===== src/logic/ldh_pkg.sv =====
package ldh_pkg;

   // ****************************************************************
   // Timing
   // ****************************************************************
   localparam int CLK_PERIOD_NS = 10;        // System clock period
   localparam int SCL_PERIOD_NS = 10000;     // Serial clock period, 100 kHz
   // A quarter of a serial bit, rounded down so the bus never runs slow
   localparam int QUARTER_CYC   = SCL_PERIOD_NS / (4 * CLK_PERIOD_NS);
   localparam int DIV_W         = 8;
   localparam logic [DIV_W-1:0] QUARTER_RELOAD = DIV_W'(QUARTER_CYC - 1);

   // ****************************************************************
   // Addressing
   // ****************************************************************
   localparam logic [4:0] DEV_ADDR_BASE = 5'h19;   // Fixed upper five bits
   localparam logic [6:0] BCAST_ADDR    = 7'h2E;   // Address every driver answers
   localparam logic [1:0] AB_GND        = 2'h0;    // Low bits, select pin to ground
   localparam logic [1:0] AB_VDD        = 2'h3;    // Low bits, select pin to supply
   localparam logic [1:0] AB_SCL        = 2'h1;    // Low bits, select pin to clock line
   localparam logic [1:0] AB_SDA        = 2'h2;    // Low bits, select pin to data line
   localparam logic       DIR_WRITE     = 1'b0;
   localparam logic       DIR_READ      = 1'b1;

   // ****************************************************************
   // Buffering and types
   // ****************************************************************
   localparam int BYTE_W   = 8;
   localparam int TX_DEPTH = 32;

   // How the device's address-select pin is strapped
   typedef enum logic [1:0] {
      STRAP_GND = 2'b00,
      STRAP_VDD = 2'b01,
      STRAP_SCL = 2'b10,
      STRAP_SDA = 2'b11
   } ldh_strap_e;

   typedef enum logic [1:0] {
      ST_IDLE  = 2'b00,
      ST_START = 2'b01,
      ST_BYTE  = 2'b10,
      ST_STOP  = 2'b11
   } ldh_state_e;

endpackage


===== src/logic/ldh_stream_if.sv =====
`timescale 1ns/10ps
// Valid/ready byte stream between the transmit queue and the bus engine
interface ldh_stream_if #(
   parameter int WIDTH = 8
);
   logic [WIDTH-1:0] data;
   logic             valid;
   logic             ready;
   modport src (output data, output valid, input ready);
   modport snk (input data, input valid, output ready);
endinterface


===== src/logic/ldh_i2c_host.sv =====
`timescale 1ns/10ps
// Overview of operation
// - Select pin on data line gives bits 10
// - Single command: start, address, one byte, stop
// - Compound command: command byte then parameter bytes
// - Single RAM write: command, location, data, stop
// - RAM read: set location, repeated start, read
// - Acknowledge to continue, last byte NACK, stop
// - Frame status: command, repeated start, read
// - Loop status: command, repeated start, read
// - Function flags: command, repeated start, read
// - Master reads only whole bytes
// - Eight bits, MSB first, then acknowledge
module ldh_i2c_host #(
   parameter int FIFO_DEPTH  = ldh_pkg::TX_DEPTH,   // Transmit queue depth
   parameter int QUARTER_CYC = ldh_pkg::QUARTER_CYC // Clocks per quarter bit, below 257
) (
   input  wire logic                   mclk,          // System clock, 100 MHz
   input  wire logic                   rst_n,         // Synchronous reset, active low
   input  wire logic                   cmd_valid,     // Start a transfer
   output logic                        cmd_ready,     // Engine idle, command taken
   input  wire ldh_pkg::ldh_strap_e    cmd_strap,     // Strap of the target device
   input  wire logic                   cmd_broadcast, // Use the all-drivers address
   input  wire logic [7:0]             cmd_wr_len,    // Bytes to write from queue
   input  wire logic [7:0]             cmd_rd_len,    // Bytes to read back
   input  wire logic [7:0]             tx_data,       // Byte for the write queue
   input  wire logic                   tx_valid,      // Byte offered
   output logic                        tx_ready,      // Queue has room
   output logic [7:0]                  rx_data,       // Byte read from device
   output logic                        rx_valid,      // One-cycle pulse per byte read
   output logic                        done,          // One-cycle pulse after stop
   output logic                        nack_err,      // Device refused a byte
   output logic                        busy,          // Transfer in progress
   input  wire logic                   scl_in,        // Clock line level
   output logic                        scl_out,       // Clock line drive value
   output logic                        scl_oe_n,      // Clock line pulled low when 0
   input  wire logic                   sda_in,        // Data line level
   output logic                        sda_out,       // Data line drive value
   output logic                        sda_oe_n       // Data line pulled low when 0
);
   typedef struct packed {
      ldh_pkg::ldh_state_e            state;
      logic [1:0]                     ph;
      logic [3:0]                     bitn;
      logic [7:0]                     shift;
      logic [7:0]                     wr_left;
      logic [7:0]                     rd_left;
      logic                           rd_mode;
      logic                           is_addr;
      logic                           need_load;
      logic [6:0]                     addr7;
      logic [ldh_pkg::DIV_W-1:0]      div;
      logic                           scl_oe_n;
      logic                           sda_oe_n;
      logic [7:0]                     rx_data;
      logic                           rx_valid;
      logic                           done;
      logic                           nack_err;
      logic                           scl_m;
      logic                           scl_s;
      logic                           sda_m;
      logic                           sda_s;
   } ldh_host_s;

   // Reload value of the quarter-bit divider
   localparam logic [ldh_pkg::DIV_W-1:0] RELOAD = ldh_pkg::DIV_W'(QUARTER_CYC - 1);

   ldh_host_s st;
   ldh_host_s next_st;
   logic      tick;
   logic      adv;
   logic      reading;
   logic      data_bit;

   ldh_stream_if #(.WIDTH(ldh_pkg::BYTE_W)) tx_q ();

   // ****************************************************************
   // Transmit queue
   // ****************************************************************
   // The engine stalls with the clock low while the queue is empty
   ldh_fifo #(
      .WIDTH (ldh_pkg::BYTE_W),
      .DEPTH (FIFO_DEPTH)
   ) u_fifo (
      .clk      (mclk),
      .rst_n    (rst_n),
      .in_data  (tx_data),
      .in_valid (tx_valid),
      .in_ready (tx_ready),
      .out      (tx_q.src)
   );

   // Low address bits the device takes from its strap
   function automatic logic [1:0] strap_bits(input ldh_pkg::ldh_strap_e s);
      unique case (s)
         ldh_pkg::STRAP_GND: strap_bits = ldh_pkg::AB_GND;
         ldh_pkg::STRAP_VDD: strap_bits = ldh_pkg::AB_VDD;
         ldh_pkg::STRAP_SCL: strap_bits = ldh_pkg::AB_SCL;
         ldh_pkg::STRAP_SDA: strap_bits = ldh_pkg::AB_SDA;
      endcase
   endfunction

   // ****************************************************************
   // Bus engine
   // ****************************************************************
   // Quarter-bit phases; the high phase waits for the line itself to rise,
   // which honours a slave that stretches the clock
   always_comb begin
      next_st          = st;
      tx_q.ready       = 1'b0;
      next_st.scl_m    = scl_in;
      next_st.scl_s    = st.scl_m;
      next_st.sda_m    = sda_in;
      next_st.sda_s    = st.sda_m;
      next_st.rx_valid = 1'b0;
      next_st.done     = 1'b0;
      tick             = (st.div == '0);
      next_st.div      = tick ? RELOAD : st.div - 1'b1;
      adv              = tick && ((st.ph != 2'd3) || st.scl_s);
      reading          = st.rd_mode && !st.is_addr;
      data_bit         = st.need_load ? tx_q.data[7] : st.shift[7];
      unique case (st.state)
         ldh_pkg::ST_IDLE: begin
            if (cmd_valid) begin
               next_st.state    = ldh_pkg::ST_START;
               next_st.ph       = 2'd1;      // Lines already high, skip the low phase
               next_st.addr7    = cmd_broadcast ? ldh_pkg::BCAST_ADDR
                                : {ldh_pkg::DEV_ADDR_BASE, strap_bits(cmd_strap)};
               next_st.wr_left  = cmd_wr_len;
               next_st.rd_left  = cmd_rd_len;
               next_st.rd_mode  = (cmd_wr_len == 8'h00) && (cmd_rd_len != 8'h00);
               next_st.nack_err = 1'b0;
               next_st.bitn     = 4'h0;
            end
         end
         ldh_pkg::ST_START: begin
            if (adv) begin
               next_st.ph = st.ph + 2'd1;
               unique case (st.ph)
                  2'd0: next_st.scl_oe_n = 1'b0;
                  2'd1: next_st.sda_oe_n = 1'b1;
                  2'd2: next_st.scl_oe_n = 1'b1;
                  2'd3: begin
                     next_st.sda_oe_n  = 1'b0;
                     next_st.state     = ldh_pkg::ST_BYTE;
                     next_st.is_addr   = 1'b1;
                     next_st.need_load = 1'b0;
                     next_st.shift     = {st.addr7, st.rd_mode ? ldh_pkg::DIR_READ
                                                               : ldh_pkg::DIR_WRITE};
                  end
               endcase
            end
         end
         ldh_pkg::ST_BYTE: begin
            if (adv) begin
               unique case (st.ph)
                  2'd0: begin
                     next_st.scl_oe_n = 1'b0;
                     next_st.ph       = 2'd1;
                  end
                  2'd1: begin
                     // Data changes only while the clock is low
                     if (!st.need_load || tx_q.valid) begin
                        next_st.ph = 2'd2;
                        if (st.need_load) begin
                           next_st.shift     = tx_q.data;
                           tx_q.ready        = 1'b1;
                           next_st.need_load = 1'b0;
                           next_st.wr_left   = st.wr_left - 8'h01;
                        end
                        if (st.bitn == 4'd8) begin
                           next_st.sda_oe_n = !(reading && (st.rd_left != 8'h01));
                        end else begin
                           next_st.sda_oe_n = reading ? 1'b1 : data_bit;
                        end
                     end
                  end
                  2'd2: begin
                     next_st.scl_oe_n = 1'b1;
                     next_st.ph       = 2'd3;
                  end
                  2'd3: begin
                     next_st.ph = 2'd0;
                     if (st.bitn != 4'd8) begin
                        next_st.bitn  = st.bitn + 4'd1;
                        next_st.shift = {st.shift[6:0], reading ? st.sda_s : 1'b0};
                     end else begin
                        next_st.bitn = 4'h0;
                        if (!reading && st.sda_s) begin
                           next_st.nack_err = 1'b1;    // Refused, give up the bus
                           next_st.state    = ldh_pkg::ST_STOP;
                        end else if (reading) begin
                           next_st.rx_data  = st.shift;
                           next_st.rx_valid = 1'b1;
                           next_st.rd_left  = st.rd_left - 8'h01;
                           if (st.rd_left == 8'h01) begin
                              next_st.state = ldh_pkg::ST_STOP;
                           end
                        end else if (st.is_addr && st.rd_mode) begin
                           next_st.is_addr = 1'b0;
                        end else if (st.wr_left != 8'h00) begin
                           next_st.is_addr   = 1'b0;
                           next_st.need_load = 1'b1;
                        end else if (st.rd_left != 8'h00) begin
                           next_st.rd_mode = 1'b1;
                           next_st.state   = ldh_pkg::ST_START;
                        end else begin
                           next_st.state = ldh_pkg::ST_STOP;
                        end
                     end
                  end
               endcase
            end
         end
         ldh_pkg::ST_STOP: begin
            if (adv) begin
               next_st.ph = st.ph + 2'd1;
               unique case (st.ph)
                  2'd0: next_st.scl_oe_n = 1'b0;
                  2'd1: next_st.sda_oe_n = 1'b0;
                  2'd2: next_st.scl_oe_n = 1'b1;
                  2'd3: begin
                     next_st.sda_oe_n = 1'b1;
                     next_st.state    = ldh_pkg::ST_IDLE;
                     next_st.done     = 1'b1;
                  end
               endcase
            end
         end
      endcase
   end

   // Both lines released and synchronisers idle-high out of reset
   always_ff @(posedge mclk) begin
      if (!rst_n) begin
         st          <= '0;
         st.state    <= ldh_pkg::ST_IDLE;
         st.scl_oe_n <= 1'b1;
         st.sda_oe_n <= 1'b1;
         st.scl_m    <= 1'b1;
         st.scl_s    <= 1'b1;
         st.sda_m    <= 1'b1;
         st.sda_s    <= 1'b1;
      end else begin
         st <= next_st;
      end
   end

   // Open-drain: only ever pull low
   assign scl_out   = 1'b0;
   assign sda_out   = 1'b0;
   assign scl_oe_n  = st.scl_oe_n;
   assign sda_oe_n  = st.sda_oe_n;
   assign cmd_ready = (st.state == ldh_pkg::ST_IDLE);
   assign busy      = !cmd_ready;
   assign rx_data   = st.rx_data;
   assign rx_valid  = st.rx_valid;
   assign done      = st.done;
   assign nack_err  = st.nack_err;
endmodule // ldh_i2c_host


===== src/logic/ldh_fifo.sv =====
`timescale 1ns/10ps
module ldh_fifo #(
   parameter int WIDTH = 8,                 // Word width
   parameter int DEPTH = 32                 // Words in storage, power of two
) (
   input  wire logic             clk,       // System clock
   input  wire logic             rst_n,     // Synchronous reset, active low
   input  wire logic [WIDTH-1:0] in_data,   // Word to store
   input  wire logic             in_valid,  // Word offered
   output logic                  in_ready,  // Room for a word
   ldh_stream_if.src             out        // Head of queue
);
   localparam int AW = $clog2(DEPTH);

   typedef struct packed {
      logic [AW-1:0]    wptr;
      logic [AW-1:0]    rptr;
      logic [AW:0]      cnt;
      logic             out_v;
      logic [WIDTH-1:0] out_d;
   } ldh_fifo_s;

   ldh_fifo_s        st;
   ldh_fifo_s        next_st;
   logic [WIDTH-1:0] mem [DEPTH];
   logic             push;
   logic             load;

   // ****************************************************************
   // Queue control
   // ****************************************************************
   // Head word lives in a register so the reader never sees a raw array read
   always_comb begin
      push    = in_valid && in_ready;
      load    = (st.cnt != '0) && (!st.out_v || out.ready);
      next_st = st;
      if (push) begin
         next_st.wptr = st.wptr + 1'b1;
      end
      if (load) begin
         next_st.rptr  = st.rptr + 1'b1;
         next_st.out_d = mem[st.rptr];
         next_st.out_v = 1'b1;
      end else if (out.ready) begin
         next_st.out_v = 1'b0;
      end
      next_st.cnt = st.cnt + {{AW{1'b0}}, push} - {{AW{1'b0}}, load};
   end

   // Full only counts the array; the head register is one word of slack
   assign in_ready  = (st.cnt != (AW+1)'(DEPTH));
   assign out.data  = st.out_d;
   assign out.valid = st.out_v;

   // Storage carries no reset, it is never read before being written
   always_ff @(posedge clk) begin
      if (push) begin
         mem[st.wptr] <= in_data;
      end
   end

   always_ff @(posedge clk) begin
      if (!rst_n) begin
         st <= '0;
      end else begin
         st <= next_st;
      end
   end

endmodule // ldh_fifo


===== config.mk =====
export PLATFORM = sky130hd
export DESIGN_NAME = ldh_i2c_host
export DESIGN_NICKNAME = d
export VERILOG_FILES = /design/src/logic/ldh_pkg.sv /design/src/logic/ldh_stream_if.sv /design/src/logic/ldh_i2c_host.sv /design/src/logic/ldh_fifo.sv
export SDC_FILE = /design/constraint.sdc
export NUM_CORES = 1
export LEC_CHECK = 0
export BUFFER_PORTS_ARGS = -buffer_cell sky130_fd_sc_hd__buf_2
export CORE_MARGIN = 3
export CORE_UTILIZATION = 25
export DETAILED_ROUTE_END_ITERATION = 12
export HOLD_SLACK_MARGIN = 0.05
export SLEW_MARGIN = 10
export SYNTH_ARGS = -nofsm -noshare
export SYNTH_HDL_FRONTEND = slang
export SYNTH_SLANG_ARGS = --single-unit

===== constraint.sdc =====
create_clock -name mclk -period 5.3 [get_ports mclk]
set_clock_uncertainty 0.2 [all_clocks]
set_input_delay 0.265 -clock mclk [delete_from_list [all_inputs] [get_ports mclk]]
set_output_delay 0.265 -clock mclk [all_outputs]
set_load 0.02 [all_outputs]

==> run summary, run 1 <==
The run finished with clean final reports. The cell count after placement came out at 1815. The count of distinct cell types in the synthesized netlist came out at 76.

The signal on the critical path passes through ha_1 -> nand2b_1 -> nand4_4 -> o31ai_4 -> nand2_1 -> clkinv_1 -> ha_1 -> inv_1 -> ha_1 -> fa_1 -> a21oi_1 -> nor2_1 -> nor2_1 -> xor2_1 -> nor2_1. The final cell area excluding filler cells came out at 0.0172 sq mm. The layout net count came out at 1173. The met2 layer wire length in the routed design is 14700 um. The total number of yosys warnings is 0. The initial cell density of the core came out at 0.255. After global routing the overflow that remains totals 0. The via count is 8885.

CTS saw 346 sinks. The total routed wirelength is 32800 um. The arrival time of the worst setup path is 4.23 ns. The worst setup path is launched from a flip-flop. TritonCTS built the clock tree.

The number of buffers added by the clock tree synthesis step is 35. STA puts the critical path data required time at 5.50 ns. The hold violation count in the final report is 0. Leaving out fill and tap cells, the most frequent cell in the layout is edfxtp_1. Summed over all cells, the static leakage comes to 5.58 nW. The number of non-filler instances in the completed layout is 1904. The growth of design area from synthesis to finish is 16.1%. The number of optimization iterations in the first detailed-route pass came out at 5. The area after detailed placement came out at 0.0158 sq mm. The initial antenna violation count was 1. The critical path crosses 15 cells after its start point. The global-route wire length before repair came out at 51800 um. The endpoint identified for the worst register-to-register timing path is u_fifo.st[13]$_SDFF_PN0_.

The number of enable-type register cells in the synthesized netlist is 256. The critical path class is flip-flop to flip-flop. The final period demand of the worst path is 4.02 ns. The worst reg2reg path depth came out at 15. The tightest slew margin relative to the limit came out at 0.237. In the synthesized netlist, the number of instances is 1064. The average instance area after synthesis came out at 13.9 sq um. In this run the horizontal extent of the chip is 250 um. The total negative slack is 0 ns. The post-route antenna net violation count came out at 0. Static timing analysis puts the maximum clock frequency at 249 MHz. STA classifies the critical path endpoint as a flip-flop.

The die covers 0.0623 sq mm. The number of antenna diodes in the final layout is 0. The critical path capture point is u_fifo.st[13]$_SDFF_PN0_. In the layout the commonest cells are 256 x edfxtp_1, 94 x nor2_1, 87 x dfxtp_1. After detailed routing, the met3 layer carries 1910 um of wire.

The estimated wirelength of the detail-placed design came out at 20900 um. The die span in y is 250 um. The worst-case IR drop observed on VDD is 231 uV. The largest incremental delay on the critical path is 0.67 ns. The setup slack at placement came out at 1.26 ns. The number of input and output port buffers inserted is 48.

The class of the worst hold path is input pin to flip-flop. The pin count of the biggest net entering global routing is 53. The worst register-to-register path begins at st[63]$_SDFFE_PN0P_. The routability congestion estimate is 0.775. The maximum fanout along the worst path came out at 18. Of the available clock period, the critical path in the final layout requires 0.759. The via density per instance came out at 4.67. Setup repair after global routing left no endpoint under its margin.

The met1 layer wirelength in the final routing came out at 15700 um. In the global route stage, overall resource usage came out at 0.103. The DRC violation count after routing is 0. The number of buffers on the longest clock path is 3.

The share of cells above drive strength 1 came out at 0.176. The detail-routed net length per standard cell came out at 17.3 um. The proportion of synthesized chip area in sequential cells came out at 0.639.

The final max-slew violation count came out at 0. The H-tree level count is 2. At the later pin of the worst-skew pair, clock insertion delay measures 0.54 ns. Synthesis inferred 346 register bits. The register clock-pin slew on the reported worst setup and hold paths came out at 0.07 ns.

The reg-to-reg setup timing slack came out at 1.28 ns. The number of buffers and inverters on the critical path came out at 2. The top-level I/O count is 51. In this run, the number of DRC markers left after iteration 0 of detailed routing was 752.

In this run the top signal layer used is met4. The max-capacitance violation count is 0. The number of placement rows is 88. The via count of the first global-routing pass is 8860.

The post-cts resize count came out at 0. The most used flip-flop cell after synthesis is edfxtp_1. The timing startpoint of the critical path is st[63]$_SDFFE_PN0P_. Clock tree synthesis selected as its root buffer the cell clkbuf_16. The total power density per cell area came out at 408 mW/mm^2. In this run the standard cell core region covers 0.0582 sq mm. The post-layout worst setup margin came out at 1.28 ns. The actual slew at the worst max-slew pin came out at 1.14 ns. The total setup violations reported at the end of the flow is 0.

The share of async-settable or async-resettable flops after synthesis came out at 0. The post-synthesis instance area came out at 0.0148 sq mm. The cell family contributing the most delay on the critical path is adder cells.

The cell at the slowest stage of the critical path is ha_1.
==> power by group <==
group          internal [mW]  total [mW]  switching (mW)
clock                   1.54        2.62            1.08
combinational          0.546        1.22           0.678
sequential              3.03        3.18           0.155
total                   5.11        7.03            1.91
==> synthesized netlist by cell type, types with 7 or more instances <==
cell	instances	area share
edfxtp_1	256	0.52
nor2_1	94	0.024
dfxtp_1	90	0.12
nand2_1	82	0.021
mux4_2	50	0.076
mux2i_1	48	0.032
a21oi_1	45	0.015
clkbuf_1	29	0.0073
ha_1	27	0.023
inv_1	26	0.0066
nand3_1	25	0.0084
o21ai_0	25	0.0084
buf_2	18	0.0061
buf_4	17	0.0086
mux2_2	15	0.011
nand2b_1	14	0.0059
o22ai_1	13	0.0055
a211oi_1	11	0.0056
nor3_1	11	0.0037
a21o_1	10	0.0051
nor4_1	10	0.0042
a22oi_1	9	0.0046
nor2b_1	9	0.0038
o221ai_1	8	0.0047
a221oi_1	7	0.0041
buf_1	7	0.0018
o31ai_1	7	0.0035
==> worst min-delay path by stage <==
stage | start | depth (start not counted) | slack (ns) | to
2_1_floorplan | cmd_broadcast | 1 | 0.16 | st[31]$_SDFFE_PN0P_
3_3_place_gp | next_st[0]$_SDFF_PN1_ | 1 | 0.20 | st[0]$_SDFF_PN1_
3_5_place_dp | next_st[0]$_SDFF_PN1_ | 1 | 0.20 | st[0]$_SDFF_PN1_
4_1_cts | tx_data[4] | 1 | 0.06 | u_fifo.mem[16][4]$_DFFE_PP_
5_1_grt | tx_data[4] | 1 | 0.08 | u_fifo.mem[16][4]$_DFFE_PP_
6_report | rst_n | 3 | 0.06 | scl_oe_n$_SDFFE_PN1P_
==> sequential cells by signal, summed over array words and instances (netlist names), 2 cells and up <==
signal,count
st,50
u_fifo.mem,256
u_fifo.st,16
u_fifo.out.data,8
next_st,2
rx_data,8
==> cell type report <==
class                           count  area (sq um)
Clock inverter                     23           307
Fill cell                        5725         41000
Tap cell                          765           957
Clock buffer                       41           908
Timing Repair Buffer               81           551
Sequential cell                   346          9500
Multi-Input combinational cell    620          4900
Inverter                           28           105
==> worst register-to-register path, stage by stage (launching register included) <==
cell      delay (ns)
dfxtp_1         0.42
ha_1            0.67
nand2b_1        0.24
nand4_4         0.23
o31ai_4         0.17
nand2_1         0.20
clkinv_1        0.23
ha_1            0.34
inv_1           0.04
ha_1            0.20
fa_1            0.44
a21oi_1         0.15
nor2_1          0.05
nor2_1          0.11
xor2_1          0.15
nor2_1          0.05
==> logic make-up (layout without fill, tap and decap cells) <==
| family | after synthesis | count (layout) | share of synthesized area |
|---|---|---|---|
| and+or+nand+nor | 289 | 289 | 0.0959 |
| AOI/OAI and AO/OA | 176 | 176 | 0.0829 |
| DFF | 346 | 346 | 0.639 |
| muxes | 113 | 113 | 0.120 |
| xor gates and xnor gates | 12 | 12 | 0.00708 |
| buffers and inverters | 99 | 173 | 0.0309 |
| adders and majority gates | 28 | 28 | 0.0241 |
| other | 1 | 2 | 0.000253 |
==> metrics by stage <==
stage	util	total power [mW]	hold WS [ns]
final	0.296	7.03	0.0619
after global routing	0.296	7.35	0.0793
after CTS	0.296	7.10	0.0587
after detailed placement	0.271	4.46	0.202
after global placement	0.271	4.44	0.204
after floorplan	-	4.12	0.155
==> metal layers <==
layer  global-route usage  vias up
li1                     -     4128
met1                0.151     4468
met5                    0        -
met4               0.0186        0
met2                0.158      247
met3               0.0200       42
==> repair_timing <==
item / 4_1_cts / 5_1_grt
hold buffers: 25 / 0
endpoints found under the hold margin: 37 / 0
setup buffers: 0 / 0
(Power assumes the default switching activity.)
==> inputs of run 2 (changes only) <==
- clock period: 5.3 -> 3.9 ns (I/O delays scaled with it)
==> run summary, run 2 (same netlist as run 1, synthesis figures left out) <==
The run finished with clean final reports. The global-route wire length before repair is 54700 um (+5.6%). The arrival time of the worst setup path is 3.79 ns (-0.44 ns). The number of input and output port buffers inserted is 48 (unchanged). The share of cells above drive strength 1 came to 0.189 (+0.0139). The total setup violations reported at the end of the flow is 0 (unchanged). The x dimension of the die is 250 um (unchanged). The clock tree root driver cell is clkbuf_16. The total routing usage reported by global routing is 0.111 (+0.00781).

The worst supply voltage drop on vdd came out at 311 uV (+34%). The hold buffer count at CTS came out at 25 (unchanged). The worst register-to-register path begins at st[17]$_SDFF_PN0_. The pin count of the biggest net entering global routing came to 52 (-1.9%).

The total routed wirelength is 35100 um (+7.0%). STA classifies the critical path endpoint as a flip-flop. The H-tree level count is 2 (unchanged). Leaving out fill and tap cells, the most frequent cell in the layout is edfxtp_1. The kind of start point of the critical path is a flip-flop. The flip-flop count of the largest register, all copies and words added is 256 (unchanged). The top-level I/O count came to 51 (unchanged).

The clock latency on the worst-skew pair came out at 0.54 ns (about the same). The worst hold path begins at tx_data[2]. The number of optimization iterations in the first detailed-route pass came to 5 (unchanged). The largest incremental delay on the critical path came out at 0.44 ns (-0.23 ns).

The routability congestion estimate came out at 0.820 (+5.8%). The worst hold margin came out at 0.0596 ns (-0.00226 ns). The overall overflow remaining after global route is 0 (unchanged). The count of buffers added by post-CTS timing repair for setup came to 0 (unchanged). The register with the most flip-flops in the final layout is u_fifo.mem. The post-route antenna net violation count came to 0 (unchanged). The register clock-pin slew on the reported worst setup and hold paths came out at 0.07 ns (about the same).

The detail-routed net length per standard cell is 18.3 um (+6.0%). The number of placement rows was 88 (unchanged). The die span in y came to 250 um (unchanged). The peak clock frequency supported by timing came to 279 MHz (+12%). The worst hold path belongs to the class input pin to flip-flop. On the critical path, the stage with the largest delay is an instance of fa_1. The total power density per cell area came out at 554 mW/mm^2 (+36%). The layout net count is 1194 (+1.8%). Tracing the worst setup path back leads to its startpoint at st[17]$_SDFF_PN0_.

The critical path class is flip-flop to flip-flop. The die outline area is 0.0623 sq mm (unchanged). The number of buffers added by the clock tree synthesis step was 34 (-2.9%). The number of DRC markers after the initial detailed-route iteration came out at 751 (-0.13%). The data required time of the worst path came out at 4.10 ns (-1.40 ns). The estimated wirelength of the detail-placed design is 23200 um (+11%). The actual slew at the worst max-slew pin came out at 1.05 ns (-0.0932 ns). The number of clock sinks came to 346 (unchanged). The DRC violation count after routing was 0 (unchanged). The final max-slew violation count came to 0 (unchanged). The antenna diode count is 0 (unchanged). The final period demand of the worst path is 3.59 ns (-0.432 ns). The tightest slew margin relative to the limit came out at 0.299 (+0.0621). The core region area came out at 0.0582 sq mm (unchanged). The max-capacitance violation count is 0 (unchanged).

The number of buffers on the longest clock path is 3 (unchanged). In the final layout, the registers with the most flip-flops are u_fifo.mem x256, st x50, u_fifo.st x16. The initial antenna violation count came out at 1 (unchanged). Setup repair after global routing left no endpoint under its margin.

The critical path goes through inv_1 -> ha_1 -> nor3b_2 -> nand4_4 -> o31ai_4 -> nand2_1 -> clkinv_1 -> ha_1 -> inv_1 -> ha_1 -> fa_1 -> a21oi_1 -> nor2_1 -> nor2_1 -> xor2_1 -> nor2_1. The post-cts resize count is 0 (unchanged). The top cell types in the final layout, fill and taps aside, are 256 x edfxtp_1, 94 x nor2_1, 87 x dfxtp_1.

The via density per instance came out at 4.67 (+0.11%). The total negative slack came out at 0 ns (unchanged). TritonCTS built the clock tree. The growth of design area from synthesis to finish came out at 17.2%. The hold violation count in the final report is 0 (unchanged).

The static leakage is 5.68 nW (+1.7%). The final cycle utilization of the critical path came out at 0.920 (+0.162). The via count came out at 8974 (+1.0%). The maximum fanout along the worst path came out at 8 (-10). The final cell utilization of the core came to 0.299 (+0.00279). The via count of the first global-routing pass was 9105 (+2.8%). The initial cell density of the core came out at 0.255 (unchanged).
==> run 2: cell count changes in the layout (fill, tap and decap cells not counted), sizes merged <==
| cell | delta |
|---|---|
| clkinv | -3 |
| clkbuf | -5 |
| bufinv | +2 |
| clkinvlp | +2 |
| inv | -1 |
| buf | +22 |
==> run 2: worst max-delay path, delay by kind of cell (launching register included) <==
family | cells | cell delay, ns
adder cells (fa/ha/maj) | 4 | 1.00
XOR/XNOR | 1 | 0.16
buffers and inverters | 3 | 0.29
AND/OR/NAND/NOR | 6 | 1.01
AO/OA/AOI/OAI | 2 | 0.48
flip-flops | 1 | 0.32
==> run 2: through the flow <==
stage	worst slack, ns	instances	total power, mW	instance area (sq um)
6_report	0.310	1921	9.64	17400
4_1_cts	0.298	1921	9.72	17400
5_1_grt	0.0147	1921	10.1	17400
3_3_place_gp	0.387	1837	6.08	15900
2_1_floorplan	0.725	1065	5.60	14800
3_5_place_dp	0.365	1837	6.12	15900
==> run 2: path summary, 6_finish.rpt <==
kind	to	slack [ns]	cells after the start
worst max-delay path	u_fifo.st[13]$_SDFF_PN0_	0.31	16
worst min-delay path	u_fifo.mem[25][2]$_DFFE_PP_	0.06	1
worst max register to register	u_fifo.st[13]$_SDFF_PN0_	0.31	16
worst min register to register	st[0]$_SDFF_PN1_	0.21	1
==> run 2: cell type report <==
| class | instances | area (sq um) |
|---|---|---|
| Clock buffer | 36 | 858 |
| Clock inverter | 23 | 354 |
| Fill cell | 5754 | 40900 |
| Inverter | 28 | 105 |
| Multi-Input combinational cell | 620 | 4900 |
| Sequential cell | 346 | 9500 |
| Tap cell | 765 | 957 |
| Timing Repair Buffer | 103 | 716 |
==> run 2: per-layer routing <==
layer	global-route usage	wire (um)	up-vias
li1	-	-	4178
met1	0.150	16100	4518
met2	0.180	16400	230
met3	0.0292	2190	48
met4	0.0199	486	0
met5	0	0	-
==> run 2: power breakdown <==
group	internal, mW	switching [mW]	total (mW)
clock	2.15	1.44	3.58
sequential	4.11	0.212	4.33
combinational	0.774	0.956	1.73
total	7.04	2.60	9.64
==> inputs of run 3 (changes only) <==
- PLACE_DENSITY: unset -> 0.44
==> run summary, run 3 (same netlist as run 1, synthesis figures left out) <==
The top-level I/O count came out at 51 (unchanged). The antenna diode count is 0 (unchanged). The arrival time of the worst setup path is 3.69 ns (-0.10 ns). The initial antenna violation count is 1 (unchanged).

The routability congestion estimate is 0.776 (-5.4%). Relative to the synthesized area, the layout overhead comes to 18.3%. Routed signal wires occupy layers up through met4. The via count of the first global-routing pass was 9281 (+1.9%). The largest incremental delay on the critical path came out at 0.44 ns (about the same).

The worst supply voltage drop on vdd is 333 uV (+7.3%). The die span in y is 250 um (unchanged). The number of placement rows came out at 88 (unchanged). The worst setup path is launched from a flip-flop. The largest registers in the layout are u_fifo.mem x256, st x50, u_fifo.st x16. The clock latency on the worst-skew pair was 0.56 ns (+0.02 ns).

The number of buffers added by the clock tree synthesis step is 38 (+12%). The total power density per cell area is 538 mW/mm^2 (-2.9%). The routed wire length on met3 came out at 1890 um (-14%).

The static leakage came out at 5.81 nW (+2.3%). The maximum fanout along the worst path was 11 (+3). The class of the worst hold path is input pin to flip-flop. The total setup violations reported at the end of the flow is 0 (unchanged). The share of cells above drive strength 1 came out at 0.201 (+0.0119). The max-capacitance violation count is 0 (unchanged).

The number of clock sinks is 346 (unchanged). The peak clock frequency supported by timing is 287 MHz (+3.1%). The root buffer cell chosen for the clock tree is clkbuf_16.

The via density per instance is 4.67 (about the same). The hold violation count in the final report is 0 (unchanged). The number of DRC markers after the initial detailed-route iteration is 641 (-15%). The cell family contributing the most delay on the critical path is adder cells. The worst setup path is of the flip-flop to flip-flop kind. The overall power after layout came out at 9.45 mW (-2.0%). The total routing usage reported by global routing is 0.123 (+0.0121). The initial cell density of the core came out at 0.255 (unchanged). Traced cell by cell, the critical path runs through inv_1 -> ha_1 -> nor3b_1 -> nand2_2 -> nand2_1 -> clkinv_1 -> ha_1 -> inv_1 -> ha_1 -> fa_1 -> a21oi_1 -> nor2_1 -> nor2_1 -> xor2_1 -> nor2_1. The DRC violation count after routing came out at 0 (unchanged). The final cycle utilization of the critical path is 0.893 (-0.0279). The total routed wirelength is 38600 um (+9.9%). The estimated wirelength of the detail-placed design is 24700 um (+6.7%). The pin count of the biggest net entering global routing is 52 (unchanged). The run finished with clean final reports. The detail-routed net length per standard cell came out at 19.7 um (+7.6%).

The final max-slew violation count came out at 0 (unchanged). The x dimension of the die came to 250 um (unchanged). The register clock-pin slew on the reported worst setup and hold paths is 0.06 ns (about the same). The CTS tree is yes. The overall overflow remaining after global route came out at 0 (unchanged).

The H-tree level count is 2 (unchanged). The data required time of the worst path came out at 4.10 ns (about the same). The final cell utilization of the core is 0.301 (+0.00288).

The register bank with the most flops is u_fifo.mem. The post-route antenna net violation count is 0 (unchanged). The die outline area came out at 0.0623 sq mm (unchanged). The layout net count was 1230 (+3.0%). The worst setup path is captured at a flip-flop. The number of optimization iterations in the first detailed-route pass is 5 (unchanged). The met1 layer wirelength in the final routing came out at 18100 um (+13%). The number of buffers on the longest clock path is 3 (unchanged). Setup repair after global routing left no endpoint under its margin. The core region area is 0.0582 sq mm (unchanged). The library cell used most frequently in the layout, excluding fill and tap cells, is edfxtp_1. The total negative slack was 0 ns (unchanged). The number of input and output port buffers inserted is 48 (unchanged). The tightest slew margin relative to the limit is 0.190 (-0.110). The flip-flop count of the largest register, all copies and words added came to 256 (unchanged). The via count is 9161 (+2.1%).

The met2 layer wire length in the routed design is 18000 um (+10%). The library cells used most frequently in the layout, excluding fill and tap cells, are 256 x edfxtp_1, 94 x nor2_1, 87 x dfxtp_1. The global-route wire length before repair came to 59100 um (+8.1%). The final period demand of the worst path came out at 3.48 ns (-0.109 ns). The number of buffers and inverters on the critical path is 3 (unchanged). The actual slew at the worst max-slew pin came out at 1.22 ns (+0.165 ns).

The slowest stage of the critical path is the fa_1 cell.
==> run 3: layout make-up <==
class                   instances  area, sq um
flip-flops and latches        346         9500
multi-input cells             620         4910
inverters                      28          105
clock inverters                19          130
fillers                      5806        40700
well taps                     765          957
clock buffers                  49          992
repair buffers                135          971
==> run 3: path summary, 6_finish.rpt <==
kind / from / endpoint / slack, ns / cells past startpoint
hold reg to reg: next_st[0]$_SDFF_PN1_ / st[0]$_SDFF_PN1_ / 0.24 / 1
setup reg to reg: u_fifo.st[11]$_SDFF_PN0_ / u_fifo.st[13]$_SDFF_PN0_ / 0.42 / 15
setup / recovery: u_fifo.st[11]$_SDFF_PN0_ / u_fifo.st[13]$_SDFF_PN0_ / 0.42 / 15
hold / removal: tx_data[3] / u_fifo.mem[1][3]$_DFFE_PP_ / 0.07 / 1
==> run 3: power breakdown <==
part	internal (mW)	leakage (nW)	switching, mW
clock	1.82	0.547	1.50
combinational	0.791	2.22	1.04
sequential	4.12	3.04	0.186
==> run 3: stage by stage <==
stage | std cells | instance area (sq um) | setup WS, ns | hold WS (ns)
4_1_cts | 1962 | 17600 | 0.358 | 0.0525
5_1_grt | 1962 | 17600 | 0.0805 | 0.0816
3_3_place_gp | 1863 | 16100 | 0.407 | 0.188
6_report | 1962 | 17600 | 0.419 | 0.0707
2_1_floorplan | 1065 | 14800 | 0.725 | 0.0852
3_5_place_dp | 1863 | 16100 | 0.362 | 0.188
==> run 3: routing by layer <==
| metal | global-route usage | up-vias |
|---|---|---|
| li1 | - | 4242 |
| met5 | 0.00154 | - |
| met3 | 0.0241 | 44 |
| met1 | 0.172 | 4658 |
| met2 | 0.197 | 217 |
| met4 | 0.0280 | 0 |
==> run 3: repair_timing <==
action	4_1_cts	5_1_grt
setup endpoints to repair	0	1
hold endpoints to repair	82	0
hold buffers	31	0
setup buffers	0	0
resized for setup	0	1
